### src/design/dual_serial_port_pkg.sv
// Purpose: Shared constants and types for the dual serial port block.
// Assumes: Byte-wide special-function-register bus, single core clock.
// Notes:   Field positions index the eight-bit control register.
package dual_serial_port_pkg;

  // Register addresses on the special-function-register bus
  localparam logic [7:0] PORT0_CONTROL_ADDR = 8'h98;
  localparam logic [7:0] PORT0_BUFFER_ADDR  = 8'h99;
  localparam logic [7:0] PORT1_CONTROL_ADDR = 8'hc0;
  localparam logic [7:0] PORT1_BUFFER_ADDR  = 8'hc1;

  // Control register field positions
  localparam int MODE_HI_BIT    = 7;
  localparam int MODE_LO_BIT    = 6;
  localparam int MULTIPROC_BIT  = 5;
  localparam int RX_ENABLE_BIT  = 4;
  localparam int TX_NINTH_BIT   = 3;
  localparam int RX_NINTH_BIT   = 2;
  localparam int TX_DONE_BIT    = 1;
  localparam int RX_DONE_BIT    = 0;

  // Reset values
  localparam logic [7:0] CONTROL_RESET = 8'h00;
  localparam logic [7:0] BUFFER_RESET  = 8'h00;

  // Serial modes as decoded from the two mode bits
  typedef enum logic [1:0] {
    MODE_SYNC        = 2'b00,
    MODE_ASYNC8      = 2'b01,
    MODE_ASYNC9_FIX  = 2'b10,
    MODE_ASYNC9_TMR  = 2'b11
  } serial_mode_t;

  // Receiver and transmitter states
  typedef enum logic [1:0] {
    RX_IDLE      = 2'b00,
    RX_ASYNC     = 2'b01,
    RX_SYNC      = 2'b10,
    RX_SYNC_TAIL = 2'b11
  } rx_state_t;

  typedef enum logic [1:0] {
    TX_IDLE  = 2'b00,
    TX_WAIT  = 2'b01,
    TX_ASYNC = 2'b10,
    TX_SYNC  = 2'b11
  } tx_state_t;

  // Timing counts in core clock cycles
  localparam logic [3:0] SYNC_DIV_SLOW   = 4'hc;  // Shift clock at clk/12
  localparam logic [3:0] SYNC_DIV_FAST   = 4'h4;  // Shift clock at clk/4
  localparam logic [1:0] FIXED_TICK_SLOW = 2'h3;  // 16x tick every 4 clocks, clk/64 baud
  localparam logic [1:0] FIXED_TICK_FAST = 2'h1;  // 16x tick every 2 clocks, clk/32 baud

  // Bit and sample counts
  localparam logic [3:0] OVERSAMPLE_LAST = 4'hf;  // Sixteen ticks per bit
  localparam logic [3:0] SAMPLE_FIRST    = 4'h7;
  localparam logic [3:0] SAMPLE_SECOND   = 4'h8;
  localparam logic [3:0] SAMPLE_DECIDE   = 4'h9;
  localparam logic [3:0] RX_LAST_INDEX   = 4'h9;  // Stop bit in mode 1, ninth bit otherwise
  localparam logic [3:0] TX_BITS_TEN     = 4'ha;
  localparam logic [3:0] TX_BITS_ELEVEN  = 4'hb;
  localparam logic [3:0] SYNC_LAST_INDEX = 4'h7;
  localparam logic [1:0] FIFO_DEPTH      = 2'h2;

endpackage : dual_serial_port_pkg

### src/design/dual_serial_port.sv
// Purpose: Up to two serial ports with four modes on a byte-wide register bus.
// Assumes: Timer overflows arrive as one-cycle pulses on the core clock.
// Notes:   Operation
// Operation
// - Two mode bits select modes zero to three
// - Mode 1 frame: start, eight data, stop
// - Mode 1 stores stop bit as ninth flag
// - Multiprocessor modes 2/3: ninth zero, no flag
// - Multiprocessor mode 1: flag needs valid stop
// - Mode 0 rate clk/12, or clk/4
// - Async receive only while receive enable set; mode 0 needs it only to start
// - Modes 2/3 send transmit-ninth control bit
// - Ninth flag: ninth bit, or stop bit
// - Transmit flag set by hardware, cleared by software
// - Receive flag set by hardware, cleared by software
// - Mode 0: data pins plus shift clock out
// - Mode 0 buffer write shifts byte out LSB-first
// - Mode 0 receive starts on enable, flag clear
// - Mode 0 receive flag one shift-clock period after the eighth bit, then halt; transmit flag at the eighth bit's end
// - Port 0 picks either timer, port 1 narrow
// - Timer overflow pulses divided by sixteen
// - Rate-double bit halves narrow overflow when clear
// - Separate wide-timer selects for transmit and receive
// - Wide timer counts clk/2 in baud use
// - No framing check, no address compare
// - Build parameter sets zero, one or two ports
// - Sixteen samples per bit, realigned on start edge
// - Majority of three; false start aborts
// - Load only when flag clear; with multiprocessor set, ninth or stop bit must be high
`timescale 1ns/1ns
`default_nettype none

module serial_port_unit
  import dual_serial_port_pkg::*;
#(
  parameter bit HAS_WIDE = 1'b1
) (
  // Clock, reset, enable
  input  wire logic       clk_sys,
  input  wire logic       rstn,
  input  wire logic       clk_en,
  // Register access
  input  wire logic       wr_control,
  input  wire logic       wr_buffer,
  input  wire logic [7:0] wr_data,
  output logic      [7:0] control_reg,
  output logic      [7:0] rx_hold_reg,
  output logic            tx_ready_reg,
  // Baud sources
  input  wire logic       rate_double,
  input  wire logic       narrow_ovf,
  input  wire logic       wide_ovf,
  input  wire logic       tx_wide_sel,
  input  wire logic       rx_wide_sel,
  // Line pins
  input  wire logic       serial_in,
  output logic            serial_out_reg,
  output logic            sync_data_out_reg
);
  serial_mode_t mode;
  rx_state_t    rx_state_reg;
  tx_state_t    tx_state_reg;
  logic [2:0]   in_sync_reg;
  logic         line_reg, line_prev_reg;
  logic         narrow_half_reg;
  logic [1:0]   fixed_cnt_reg;
  logic [3:0]   tx16_reg, rx16_reg;
  logic [3:0]   sync_cnt_reg;
  logic [3:0]   tx_idx_reg, rx_idx_reg;
  logic [10:0]  tx_shift_reg;
  logic [3:0]   tx_bits_reg;
  logic [7:0]   rx_shift_reg;
  logic         smp_a_reg, smp_b_reg;
  logic [7:0]   fifo0_reg, fifo1_reg;
  logic [1:0]   fifo_cnt_reg, fifo_cnt_next;
  logic         narrow_tick, fixed_tick, tx_tick, rx_tick, tx_roll;
  logic         sync_active, sync_rise, sync_end, majority, fall;
  logic [3:0]   sync_div;
  logic         fifo_push, fifo_pop, tx_done_evt, rx_async_evt, rx_sync_evt;

  // Mode decode and control shortcuts
  assign mode = serial_mode_t'({control_reg[MODE_HI_BIT], control_reg[MODE_LO_BIT]});

  // Input synchroniser; level moves only when stages two and three agree
  always_ff @(posedge clk_sys or negedge rstn) begin
    if (!rstn) begin
      in_sync_reg <= 3'h7;
      line_reg    <= 1'b1;
    end else if (clk_en) begin
      in_sync_reg <= {in_sync_reg[1:0], serial_in};
      if (in_sync_reg[1] == in_sync_reg[2]) begin
        line_reg <= in_sync_reg[2];
      end
    end
  end

  // Narrow timer overflow halved unless rate doubling is set
  always_ff @(posedge clk_sys or negedge rstn) begin
    if (!rstn) begin
      narrow_half_reg <= 1'b0;
    end else if (clk_en && narrow_ovf) begin
      narrow_half_reg <= ~narrow_half_reg;
    end
  end
  assign narrow_tick = narrow_ovf & (rate_double | narrow_half_reg);

  // Fixed mode 2 tick from the core clock
  always_ff @(posedge clk_sys or negedge rstn) begin
    if (!rstn) begin
      fixed_cnt_reg <= 2'h0;
    end else if (clk_en) begin
      fixed_cnt_reg <= fixed_tick ? 2'h0 : fixed_cnt_reg + 2'h1;
    end
  end
  assign fixed_tick = (fixed_cnt_reg == (rate_double ? FIXED_TICK_FAST : FIXED_TICK_SLOW));

  // Wide timer is only reachable on a port built with it
  assign tx_tick = (mode == MODE_ASYNC9_FIX) ? fixed_tick :
                   (HAS_WIDE && tx_wide_sel) ? wide_ovf : narrow_tick;
  assign rx_tick = (mode == MODE_ASYNC9_FIX) ? fixed_tick :
                   (HAS_WIDE && rx_wide_sel) ? wide_ovf : narrow_tick;
  assign tx_roll = tx_tick & (tx16_reg == OVERSAMPLE_LAST);

  // Transmit divide-by-sixteen runs free; frames start on its rollover
  always_ff @(posedge clk_sys or negedge rstn) begin
    if (!rstn) begin
      tx16_reg <= 4'h0;
    end else if (clk_en && tx_tick) begin
      tx16_reg <= tx16_reg + 4'h1;
    end
  end

  // Receive sampling counter, realigned on a start edge
  assign fall = line_prev_reg & ~line_reg;
  always_ff @(posedge clk_sys or negedge rstn) begin
    if (!rstn) begin
      rx16_reg      <= 4'h0;
      line_prev_reg <= 1'b1;
      smp_a_reg     <= 1'b1;
      smp_b_reg     <= 1'b1;
    end else if (clk_en && rx_tick) begin
      line_prev_reg <= line_reg;
      if (rx_state_reg == RX_IDLE && fall) begin
        rx16_reg <= 4'h1;
      end else begin
        rx16_reg <= rx16_reg + 4'h1;
      end
      if (rx16_reg == SAMPLE_FIRST) begin
        smp_a_reg <= line_reg;
      end
      if (rx16_reg == SAMPLE_SECOND) begin
        smp_b_reg <= line_reg;
      end
    end
  end
  assign majority = (smp_a_reg & smp_b_reg) | (smp_a_reg & line_reg) |
                    (smp_b_reg & line_reg);

  // Mode 0 shift clock divider, shared by both directions
  assign sync_active = (tx_state_reg == TX_SYNC) || (rx_state_reg == RX_SYNC) ||
                       (rx_state_reg == RX_SYNC_TAIL);
  assign sync_div  = control_reg[MULTIPROC_BIT] ? SYNC_DIV_FAST : SYNC_DIV_SLOW;
  assign sync_end  = sync_active && (sync_cnt_reg == sync_div - 4'h1);
  assign sync_rise = sync_active && (sync_cnt_reg == {1'b0, sync_div[3:1]} - 4'h1);
  always_ff @(posedge clk_sys or negedge rstn) begin
    if (!rstn) begin
      sync_cnt_reg <= 4'h0;
    end else if (clk_en) begin
      sync_cnt_reg <= (!sync_active || sync_end) ? 4'h0 : sync_cnt_reg + 4'h1;
    end
  end

  // Two-entry transmit buffer; writes beyond it are refused
  assign fifo_push = wr_buffer && (fifo_cnt_reg != FIFO_DEPTH);
  assign fifo_pop  = (tx_state_reg == TX_IDLE) && (fifo_cnt_reg != 2'h0) &&
                     ((mode != MODE_SYNC) || (rx_state_reg == RX_IDLE));
  always_comb begin
    fifo_cnt_next = fifo_cnt_reg;
    if (fifo_push && !fifo_pop) begin
      fifo_cnt_next = fifo_cnt_reg + 2'h1;
    end else if (fifo_pop && !fifo_push) begin
      fifo_cnt_next = fifo_cnt_reg - 2'h1;
    end
  end
  always_ff @(posedge clk_sys or negedge rstn) begin
    if (!rstn) begin
      fifo0_reg    <= BUFFER_RESET;
      fifo1_reg    <= BUFFER_RESET;
      fifo_cnt_reg <= 2'h0;
      tx_ready_reg <= 1'b1;
    end else if (clk_en) begin
      fifo_cnt_reg <= fifo_cnt_next;
      tx_ready_reg <= (fifo_cnt_next != FIFO_DEPTH);
      if (fifo_pop) begin
        fifo0_reg <= fifo1_reg;
      end
      if (fifo_push) begin
        if (fifo_cnt_reg == 2'h0 || (fifo_cnt_reg == 2'h1 && fifo_pop)) begin
          fifo0_reg <= wr_data;
        end else begin
          fifo1_reg <= wr_data;
        end
      end
    end
  end

  // Transmit flag moment: stop bit placed, or eighth sync bit ended
  assign tx_done_evt = clk_en &&
    ((tx_state_reg == TX_ASYNC && tx_roll && tx_idx_reg == tx_bits_reg - 4'h2) ||
     (tx_state_reg == TX_SYNC && sync_end && tx_idx_reg == SYNC_LAST_INDEX));

  // Transmitter
  always_ff @(posedge clk_sys or negedge rstn) begin
    if (!rstn) begin
      tx_state_reg <= TX_IDLE;
      tx_shift_reg <= 11'h7ff;
      tx_idx_reg   <= 4'h0;
      tx_bits_reg  <= TX_BITS_TEN;
    end else if (clk_en) begin
      case (tx_state_reg)
        TX_IDLE: begin
          tx_idx_reg <= 4'h0;
          if (fifo_pop && mode == MODE_SYNC) begin
            tx_shift_reg <= {3'h7, fifo0_reg};
            tx_state_reg <= TX_SYNC;
          end else if (fifo_pop) begin
            // Mode 1 pads with a second stop so one shifter serves all
            tx_shift_reg <= {1'b1, (mode == MODE_ASYNC8) ? 1'b1 : control_reg[TX_NINTH_BIT],
                             fifo0_reg, 1'b0};
            tx_bits_reg  <= (mode == MODE_ASYNC8) ? TX_BITS_TEN : TX_BITS_ELEVEN;
            tx_state_reg <= TX_WAIT;
          end
        end
        TX_WAIT: begin
          if (tx_roll) begin
            tx_state_reg <= TX_ASYNC;
          end
        end
        TX_ASYNC: begin
          if (tx_roll) begin
            if (tx_idx_reg == tx_bits_reg - 4'h1) begin
              tx_state_reg <= TX_IDLE;
            end else begin
              tx_shift_reg <= {1'b1, tx_shift_reg[10:1]};
              tx_idx_reg   <= tx_idx_reg + 4'h1;
            end
          end
        end
        TX_SYNC: begin
          if (sync_end) begin
            tx_shift_reg <= {1'b1, tx_shift_reg[10:1]};
            tx_idx_reg   <= tx_idx_reg + 4'h1;
            if (tx_idx_reg == SYNC_LAST_INDEX) begin
              tx_state_reg <= TX_IDLE;
            end
          end
        end
        default: tx_state_reg <= TX_IDLE;
      endcase
    end
  end

  // Line drivers; shift clock idles high and falls with each bit
  always_ff @(posedge clk_sys or negedge rstn) begin
    if (!rstn) begin
      serial_out_reg    <= 1'b1;
      sync_data_out_reg <= 1'b1;
    end else if (clk_en) begin
      if (sync_active) begin
        serial_out_reg    <= (sync_cnt_reg >= {1'b0, sync_div[3:1]});
        sync_data_out_reg <= (tx_state_reg == TX_SYNC) ? tx_shift_reg[0] : 1'b1;
      end else begin
        serial_out_reg    <= (tx_state_reg == TX_ASYNC) ? tx_shift_reg[0] : 1'b1;
        sync_data_out_reg <= 1'b1;
      end
    end
  end

  // Frame end: stop bit in mode 1, ninth bit in modes 2 and 3; no framing check
  assign rx_async_evt = clk_en && rx_tick && rx_state_reg == RX_ASYNC &&
                        rx16_reg == SAMPLE_DECIDE && rx_idx_reg == RX_LAST_INDEX &&
                        !control_reg[RX_DONE_BIT] &&
                        (!control_reg[MULTIPROC_BIT] || majority);
  assign rx_sync_evt  = clk_en && rx_state_reg == RX_SYNC_TAIL && sync_end;

  // Receiver
  always_ff @(posedge clk_sys or negedge rstn) begin
    if (!rstn) begin
      rx_state_reg <= RX_IDLE;
      rx_idx_reg   <= 4'h0;
      rx_shift_reg <= BUFFER_RESET;
    end else if (clk_en) begin
      case (rx_state_reg)
        RX_IDLE: begin
          rx_idx_reg <= 4'h0;
          if (control_reg[RX_ENABLE_BIT]) begin
            if (mode == MODE_SYNC) begin
              if (!control_reg[RX_DONE_BIT] && tx_state_reg == TX_IDLE &&
                  fifo_cnt_reg == 2'h0) begin
                rx_state_reg <= RX_SYNC;
              end
            end else if (rx_tick && fall) begin
              rx_state_reg <= RX_ASYNC;
            end
          end
        end
        RX_ASYNC: begin
          if (!control_reg[RX_ENABLE_BIT] || mode == MODE_SYNC) begin
            rx_state_reg <= RX_IDLE;
          end else if (rx_tick && rx16_reg == SAMPLE_DECIDE) begin
            rx_idx_reg <= rx_idx_reg + 4'h1;
            if (rx_idx_reg == 4'h0 && majority) begin
              rx_state_reg <= RX_IDLE;
            end else if (rx_idx_reg == RX_LAST_INDEX) begin
              rx_state_reg <= RX_IDLE;
            end else if (rx_idx_reg != 4'h0) begin
              rx_shift_reg <= {majority, rx_shift_reg[7:1]};
            end
          end
        end
        RX_SYNC: begin
          if (sync_rise) begin
            rx_shift_reg <= {line_reg, rx_shift_reg[7:1]};
          end
          if (sync_end) begin
            rx_idx_reg <= rx_idx_reg + 4'h1;
            if (rx_idx_reg == SYNC_LAST_INDEX) begin
              rx_state_reg <= RX_SYNC_TAIL;
            end
          end
        end
        RX_SYNC_TAIL: begin
          if (sync_end) begin
            rx_state_reg <= RX_IDLE;
          end
        end
        default: rx_state_reg <= RX_IDLE;
      endcase
    end
  end

  // Receive holding register survives ongoing transmission
  always_ff @(posedge clk_sys or negedge rstn) begin
    if (!rstn) begin
      rx_hold_reg <= BUFFER_RESET;
    end else if (clk_en) begin
      if (rx_async_evt || rx_sync_evt) begin
        rx_hold_reg <= rx_shift_reg;
      end
    end
  end

  // Control register; hardware set wins over a software clear
  always_ff @(posedge clk_sys or negedge rstn) begin
    if (!rstn) begin
      control_reg <= CONTROL_RESET;
    end else if (clk_en) begin
      if (wr_control) begin
        control_reg <= wr_data;
      end
      if (tx_done_evt) begin
        control_reg[TX_DONE_BIT] <= 1'b1;
      end
      if (rx_async_evt || rx_sync_evt) begin
        control_reg[RX_DONE_BIT] <= 1'b1;
      end
      if (rx_async_evt) begin
        control_reg[RX_NINTH_BIT] <= majority;
      end
    end
  end

endmodule : serial_port_unit

module dual_serial_port
  import dual_serial_port_pkg::*;
#(
  parameter int NUM_PORTS = 2
) (
  // Clock, reset, enable
  input  wire logic       clk_sys,
  input  wire logic       rstn,
  input  wire logic       clk_en,
  // Special-function-register bus
  input  wire logic [7:0] sfr_addr,
  input  wire logic [7:0] sfr_data_in,
  input  wire logic       sfr_wr,
  input  wire logic       sfr_rd,
  output logic      [7:0] sfr_data_out,
  output logic            sfr_hit,
  // Baud sources and their selects
  input  wire logic       port0_rate_double,
  input  wire logic       port1_rate_double,
  input  wire logic       narrow_timer_overflow,
  input  wire logic       wide_timer_overflow,
  input  wire logic       tx_timer_select,
  input  wire logic       rx_timer_select,
  output logic            wide_timer_baud_mode,
  // Port 0 pins and buffer status
  input  wire logic       port0_serial_in,
  output logic            port0_serial_out,
  output logic            port0_sync_data_out,
  output logic            port0_tx_ready,
  // Port 1 pins and buffer status
  input  wire logic       port1_serial_in,
  output logic            port1_serial_out,
  output logic            port1_sync_data_out,
  output logic            port1_tx_ready
);
  logic [7:0] ctl [2];
  logic [7:0] hold [2];
  logic [1:0] sout, sdata, rdy, sin, rdbl;
  logic [7:0] ctl_addr [2];
  logic [7:0] buf_addr [2];

  assign ctl_addr[0] = PORT0_CONTROL_ADDR;
  assign ctl_addr[1] = PORT1_CONTROL_ADDR;
  assign buf_addr[0] = PORT0_BUFFER_ADDR;
  assign buf_addr[1] = PORT1_BUFFER_ADDR;
  assign sin  = {port1_serial_in, port0_serial_in};
  assign rdbl = {port1_rate_double, port0_rate_double};

  // Ports present by build choice; absent ones idle high
  for (genvar p = 0; p < 2; p++) begin : g_port
    if (p < NUM_PORTS) begin : g_on
      serial_port_unit #(.HAS_WIDE(p == 0)) u_port (
        .clk_sys           (clk_sys),
        .rstn              (rstn),
        .clk_en            (clk_en),
        .wr_control        (sfr_wr && sfr_addr == ctl_addr[p]),
        .wr_buffer         (sfr_wr && sfr_addr == buf_addr[p]),
        .wr_data           (sfr_data_in),
        .control_reg       (ctl[p]),
        .rx_hold_reg       (hold[p]),
        .tx_ready_reg      (rdy[p]),
        .rate_double       (rdbl[p]),
        .narrow_ovf        (narrow_timer_overflow),
        .wide_ovf          (wide_timer_overflow),
        .tx_wide_sel       (tx_timer_select),
        .rx_wide_sel       (rx_timer_select),
        .serial_in         (sin[p]),
        .serial_out_reg    (sout[p]),
        .sync_data_out_reg (sdata[p])
      );
    end else begin : g_off
      assign ctl[p]   = CONTROL_RESET;
      assign hold[p]  = BUFFER_RESET;
      assign rdy[p]   = 1'b0;
      assign sout[p]  = 1'b1;
      assign sdata[p] = 1'b1;
    end
  end

  assign port0_serial_out    = sout[0];
  assign port0_sync_data_out = sdata[0];
  assign port0_tx_ready      = rdy[0];
  assign port1_serial_out    = sout[1];
  assign port1_sync_data_out = sdata[1];
  assign port1_tx_ready      = rdy[1];

  // Registered read port; unmapped or absent addresses read zero
  always_ff @(posedge clk_sys or negedge rstn) begin
    if (!rstn) begin
      sfr_data_out <= 8'h00;
      sfr_hit      <= 1'b0;
    end else if (clk_en) begin
      sfr_data_out <= 8'h00;
      sfr_hit      <= 1'b0;
      for (int p = 0; p < NUM_PORTS; p++) begin
        if (sfr_rd && sfr_addr == ctl_addr[p]) begin
          sfr_data_out <= ctl[p];
          sfr_hit      <= 1'b1;
        end
        if (sfr_rd && sfr_addr == buf_addr[p]) begin
          sfr_data_out <= hold[p];
          sfr_hit      <= 1'b1;
        end
      end
    end
  end

  // Tells the wide timer to count clk/2 while it feeds port 0
  always_ff @(posedge clk_sys or negedge rstn) begin
    if (!rstn) begin
      wide_timer_baud_mode <= 1'b0;
    end else if (clk_en) begin
      wide_timer_baud_mode <= (NUM_PORTS > 0) && (tx_timer_select || rx_timer_select);
    end
  end

endmodule : dual_serial_port

`default_nettype wire

### config.mk
export PLATFORM = sky130hd
export DESIGN_NAME = dual_serial_port
export DESIGN_NICKNAME = d
export VERILOG_FILES = /design/src/design/dual_serial_port_pkg.sv /design/src/design/dual_serial_port.sv
export SDC_FILE = /design/constraint.sdc
export NUM_CORES = 1
export LEC_CHECK = 0
export BUFFER_PORTS_ARGS = -buffer_cell sky130_fd_sc_hd__buf_4
export CORE_MARGIN = 2
export CORE_UTILIZATION = 45
export CTS_BUF_LIST = sky130_fd_sc_hd__clkbuf_4 sky130_fd_sc_hd__clkbuf_8
export CTS_CLUSTER_DIAMETER = 50
export CTS_CLUSTER_SIZE = 40
export DETAILED_ROUTE_END_ITERATION = 8
export PLACE_DENSITY = 0.71
export SYNTH_ARGS = -nofsm -noshare
export SYNTH_HDL_FRONTEND = slang
export SYNTH_HIERARCHICAL = 1
export SYNTH_SLANG_ARGS = --single-unit
### constraint.sdc
create_clock -name clk_sys -period 2.4 [get_ports clk_sys]
set_clock_uncertainty 0.1 [all_clocks]
set_input_delay 0.48 -clock clk_sys [delete_from_list [all_inputs] [get_ports clk_sys]]
set_output_delay 0.48 -clock clk_sys [all_outputs]
set_load 0.01 [all_outputs]
* Word level (Yosys, flattened, before mapping)
Index checks and enable logic that the tools add are counted.
** Operators by class
- Bitwise gates (word level) :: 26
- Equality and inequality tests :: 94
- Magnitude comparators :: 2
- Add/subtract/negate cells :: 24
- Reductions and logical operators :: 157
- Multiplexer cells :: 135
** Operator list (number)
- 2-to-1 mux 8 bit :: 22
- 2-to-1 mux 11 bit :: 10
- 2-to-1 mux 2 bit :: 44
- 2-to-1 mux 4 bit :: 18
- logical AND 1 bit :: 66
- one-hot mux 11 bit (3 select lines) :: 2
- one-hot mux 4 bit (3 select lines) :: 4
- inequality test 2 bit (second input constant) :: 22
- adder 4 x 1 -> 4 bit (second input constant) :: 10
- equality test 4 bit :: 8
- equality test 4 bit (second input constant) :: 8
- equality test 8 bit (second input constant) :: 4
- one-hot mux 2 bit (4 select lines) :: 4
- one-hot mux 8 bit (2 select lines) :: 2
- AND reduction 2 bit :: 16
- inequality test 2 x 1 -> 1 bit (second input constant) :: 14
- 2-to-1 mux 1 bit :: 27
- equality test 4 x 3 -> 1 bit (second input constant) :: 6
- nonzero test 2 bit :: 12
- equality test 2 bit (second input constant) :: 10
- AND reduction 5 bit :: 4
- logical OR 1 bit :: 19
- inequality test 3 bit (second input constant) :: 6
- AND reduction 9 bit :: 2
- other kinds (25) :: 98
** Word-level totals
- Word-level logic and storage cells :: 497
- Register bits after elaboration :: 198
- Input bits :: 29

* Depth between registers and ports, before layout
- Word-level depth :: 13
- Depth in mapped cells :: 9
- Gate-level depth less buffers :: 8

* Cells and area by module
Netlist, hierarchy kept.
** Modules (own cells, without submodules)
- serial_port_unit at g_port[1].g_on.u_port :: sequential area each 2277.2 um2, instances 1, area each 4936.0 um2, cells an instance 465
- serial_port_unit at g_port[0].g_on.u_port :: sequential area each 2277.2 um2, instances 1, area each 4797.1 um2, cells an instance 439
- dual_serial_port :: sequential area each 250.2 um2, instances 1, area each 784.5 um2, cells an instance 83

* Worst setup path before layout
No wires, ideal clock.
- Path kind :: in2reg
- Start point :: input port sfr_addr[5]
- End point :: register g_port[0].g_on.u_port.fifo1_reg[0]
- Path slack :: 0.037 ns
- Arrival time :: 2.138 ns
- Cell stages on the path :: 8
- Data required time :: 2.175 ns
- Cell sequence :: nor3b_1 > clkbuf_8 > nand4b_1 > nor2_1 > nor2b_1 > and3_1 > buf_2 > mux2_2
** On the way
- Cells in the longest elaborated chain, start to end :: 4
** RTL lines
- from (decl) :: line dual_serial_port.sv:385 : input wire logic [7:0] sfr_addr,
- equality test 8 bit :: line dual_serial_port.sv:431 : .wr_buffer (sfr_wr && sfr_addr == buf_addr[p]),
- logical AND 1 bit :: line dual_serial_port.sv:431
- logical AND 1 bit :: line dual_serial_port.sv:174 : assign fifo_push = wr_buffer && (fifo_cnt_reg != FIFO_DEPTH);
- AND reduction 3 bit (no line)
- to (signal assigned) :: line dual_serial_port.sv:201 : fifo1_reg <= wr_data;
- to (decl) :: line dual_serial_port.sv:74 : logic [7:0] fifo0_reg, fifo1_reg;
Every way passes these cells.
A chain may end at the register's enable or synchronous reset.

* Worst setup path after layout
- Start point :: register g_port[0].g_on.u_port.rx_state_reg[0]
- End point :: register g_port[0].g_on.u_port.fifo0_reg[2]
** On the way
- Cells in the longest elaborated chain, start to end :: 7
** RTL lines
- from (decl) :: line dual_serial_port.sv:61 : rx_state_t rx_state_reg;
- from (signal assigned) :: line dual_serial_port.sv:289 : rx_state_reg <= RX_IDLE;
- from (signal assigned) :: line dual_serial_port.sv:300 : rx_state_reg <= RX_SYNC;
- from (signal assigned) :: line dual_serial_port.sv:303 : rx_state_reg <= RX_ASYNC;
- zero test 2 bit (*) :: line dual_serial_port.sv:176 : ((mode != MODE_SYNC) || (rx_state_reg == RX_IDLE));
- logical OR 1 bit (*) :: line dual_serial_port.sv:176
- logical AND 1 bit (*) :: line dual_serial_port.sv:175 : assign fifo_pop = (tx_state_reg == TX_IDLE) && (fifo_cnt_reg != 2'h0) &&
- logical AND 1 bit :: line dual_serial_port.sv:198 : if (fifo_cnt_reg == 2'h0 || (fifo_cnt_reg == 2'h1 && fifo_pop)) begin
- logical OR 1 bit :: line dual_serial_port.sv:198
- 2-to-1 mux 8 bit :: line dual_serial_port.sv:198
- 2-to-1 mux 8 bit (*) :: line dual_serial_port.sv:197 : if (fifo_push) begin
- to (signal assigned) :: line dual_serial_port.sv:195 : fifo0_reg <= fifo1_reg;
- to (signal assigned) :: line dual_serial_port.sv:199 : fifo0_reg <= wr_data;
- to (decl) :: line dual_serial_port.sv:74
Mark *: on every way between the ends. The rest lies on a longest branch, timed or not.

==> metrics.txt <==
Chip Height approximately 160 um; count of synthesis-stage warnings from yosys 6; Port Buffer Count between 40 and 50; flip-flop and latch count after synthesis 190; wire length of the first global-routing pass 39.0 mm; Largest register FFs 20; result of the run completed; portion of synthesized cell area occupied by the leading cell type 0.357; vias post-DR 7,862; CP Launch Point g_port[0].g_on.u_port/rx_state_reg[0]$_DFFE_PN0P_; type of the worst setup path flip-flop to flip-flop; number of global-route vias before repair roughly 7,700; Reg2Reg Depth 7; sequential share of power 0.452; relative contribution of the clock network to total power 0.198; CP max FO 8; cell area after layout about 12,000 um^2; library cell occupying the most area in the post-synthesis netlist sky130_fd_sc_hd__dfrtp_1; Critical Path Start Type flip-flop; portion of the post-synthesis area used by sequential elements 0.457; Psw 3830 uW; share of total power in combinational logic 0.350; Gate Count Post-Synth 987; most instantiated cells after synthesis sky130_fd_sc_hd__dfrtp_1, sky130_fd_sc_hd__mux2_2, sky130_fd_sc_hd__nand2_1, sky130_fd_sc_hd__o21ai_0, sky130_fd_sc_hd__nor2_1; TritonCTS clock tree built; number of synthesized flops with an enable pin 0; mean number of vias per cell 5.66; I/O pins 45; Max Buffers Root-to-Sink 2; post-CTS setup buffer count 0; Initial DRC Count 479; Detail Route Antenna Nets 0; WL final 23.2 mm; CP endpoint kind flip-flop; Core Util, Final 0.521; data required time of the critical path 2.71 ns; net switching share of the total power 0.366; area growth from synthesis to layout 12.9%; area post-placement 11,500 um^2; grt ovf 0; class of the tightest hold or removal check primary input to flip-flop; total clock buffers created by CTS 17; Non-Filler Instances 1,389; final worst path period share 0.988; clock edge transition at the registers on the reported setup and hold paths around 0.10 ns; Internal Power 6650 uW; worst slack on hold paths 0.131 ns; total placed cells including tap cells 1,356; clock latency at the later pin of the worst-skew pair around 0.48 ns; net count after synthesis ~1,100; transition at the pin with the smallest max-transition slack 0.934 ns; primary flip-flop cell chosen by synthesis mapping sky130_fd_sc_hd__dfrtp_1; f_max 0.422 GHz; total count of hold-check failures in the final report 0; max-capacitance violation count 0; GRT Total Usage 0.198; area inside the core boundary 22,800 um^2; floorplan row count 55; worst r2r src g_port[0].g_on.u_port/rx_state_reg[0]$_DFFE_PN0P_; count of H-tree levels built during CTS 4; hold path start port0_serial_in; drt first pass iters 5; Slew headroom 0.373; antenna diode instance count 0; post-synthesis instance area 10,500 um^2; share of flip-flops with an asynchronous set or reset 1.00; Unique masters post-synth 91; static leakage power approximately 0.0054 uW; top cells by area, synth sky130_fd_sc_hd__dfrtp_1, sky130_fd_sc_hd__dfstp_2, sky130_fd_sc_hd__mux2_2; top-count cell post-synth sky130_fd_sc_hd__dfrtp_1; count of clock tree sinks between 150 and 200; Place WS -0.249 ns; minimum clock period ~2.4 ns; largest net degree at the start of global routing 72; RSZ-0062 raised after global routing true; worst hold path stage count 2; final setup violating endpoints 0; starting density of the core 0.462; number of nets in the layout 1,132; Critical Path AT around 2.7 ns; die width 157 um; final setup margin 0.0282 ns; P per Cell Area just under 900 nW/um^2; remaining design rule violation count 0; post-detail-place hpwl around 17 mm; GP Congestion 0.859; number of antenna violations at the first check in global routing 0; layout cells sized above 1 0.267; final routed wire length divided by cell count 16.7 um; VDD IR max 0.403 mV; root buffer cell sky130_fd_sc_hd__clkbuf_8; number of slew-limit violations in the final report 0; per-instance average area after synthesis ~11 um^2; total die area 24,600 um^2
-- worst max-delay path, cell delays in order (launching register included) --
cell and delay [ns]:
sky130_fd_sc_hd__dfrtp_1 0.42, sky130_fd_sc_hd__inv_1 0.11, sky130_fd_sc_hd__ha_1 0.22, sky130_fd_sc_hd__nor3_2 0.10, sky130_fd_sc_hd__nor3_1 0.21, sky130_fd_sc_hd__a21oi_1 0.12, sky130_fd_sc_hd__nor3_1 0.72, sky130_fd_sc_hd__a221o_1 0.29
-- layout by cell type, fill, tap and decap left out, types with 10 or more instances in the layout --
cell type / count
sky130_fd_sc_hd__a21oi_1: 35
sky130_fd_sc_hd__a221o_1: 10
sky130_fd_sc_hd__a22oi_1: 10
sky130_fd_sc_hd__and2_1: 15
sky130_fd_sc_hd__buf_4: 95
sky130_fd_sc_hd__clkbuf_8: 19
sky130_fd_sc_hd__dfrtp_1: 150
sky130_fd_sc_hd__dfstp_2: 40
sky130_fd_sc_hd__ha_1: 40
sky130_fd_sc_hd__inv_1: 41
sky130_fd_sc_hd__mux2_2: 89
sky130_fd_sc_hd__mux2i_1: 38
sky130_fd_sc_hd__nand2_1: 78
sky130_fd_sc_hd__nand2b_1: 14
sky130_fd_sc_hd__nand3_1: 31
sky130_fd_sc_hd__nor2_1: 53
sky130_fd_sc_hd__nor2b_1: 12
sky130_fd_sc_hd__nor3_1: 30
sky130_fd_sc_hd__o21ai_0: 55
sky130_fd_sc_hd__o22ai_1: 11
sky130_fd_sc_hd__xnor2_1: 12
-- area by class of cell --
| type | count | area, um^2 |
|---|---|---|
| repair buffers | 102 | 837 |
| clock buffers | 21 | 270 |
| clock inverters | 11 | 110 |
| fillers | 2008 | 10900 |
| multi-input cells | 710 | 5300 |
| inverters | 42 | 158 |
| flip-flops and latches | 190 | 4800 |
| well taps | 313 | 392 |
-- logic make-up after synthesis --
kind of cell    count (synthesis)  share of synthesized area
fa+ha+maj                      41                     0.0485
flops                         190                      0.457
simple gates                  299                      0.151
mux                           134                      0.139
buf+inv                        87                     0.0408
xor+xnor                       18                     0.0150
compound gates                218                      0.149
-- repair_timing --
action | CTS | global route
hold buffers | 1 | 0
hold endpoints to repair | 32 | 0
resized for setup | 0 | 6
setup endpoints to repair | 0 | 35
-- through the flow --
| step | setup TNS, ns | power, uW |
|---|---|---|
| 6_report | 0 | 10500 |
| 5_1_grt | -0.843 | 11300 |
| 4_1_cts | 0 | 10500 |
| 3_5_place_dp | -5.01 | 8400 |
| 3_3_place_gp | -3.63 | 8280 |
| 2_1_floorplan | 0 | 7270 |
-- power by group through the flow --
stage               registers [uW]  logic [uW]  clock network, uW
finish                        4740        3670               2080
global route                  4860        4130               2290
CTS                           4730        3640               2140
detailed placement            4780        3620                  0
global placement              4760        3530                  0
floorplan                     4590        2680                  0
-- worst paths after layout --
check,end,slack [ns]
worst max-delay path,g_port[0].g_on.u_port/fifo0_reg[2]$_DFFE_PN0P_,0.03
worst min-delay path,g_port[0].g_on.u_port/in_sync_reg[0]$_DFFE_PN1P_,0.13
worst max register to register,g_port[0].g_on.u_port/fifo0_reg[2]$_DFFE_PN0P_,0.03
worst min register to register,g_port[1].g_on.u_port/tx16_reg[3]$_DFFE_PN0N_,0.37
max in group asynchronous,g_port[1].g_on.u_port/smp_a_reg$_DFFE_PN1P_,1.06
min in group asynchronous,g_port[1].g_on.u_port/tx16_reg[0]$_DFFE_PN0N_,0.41
-- metal layers --
| metal | vias up | part of all wire | GRT usage |
|---|---|---|---|
| li1 | 3749 | - | - |
| met1 | 3918 | 0.49 | 0.291 |
| met2 | 171 | 0.45 | 0.304 |
| met3 | 24 | 0.042 | 0.0255 |
| met4 | 0 | 0.015 | 0.0590 |
| met5 | - | 0 | 0 |
Note: power is estimated with default switching activity, not from simulation.
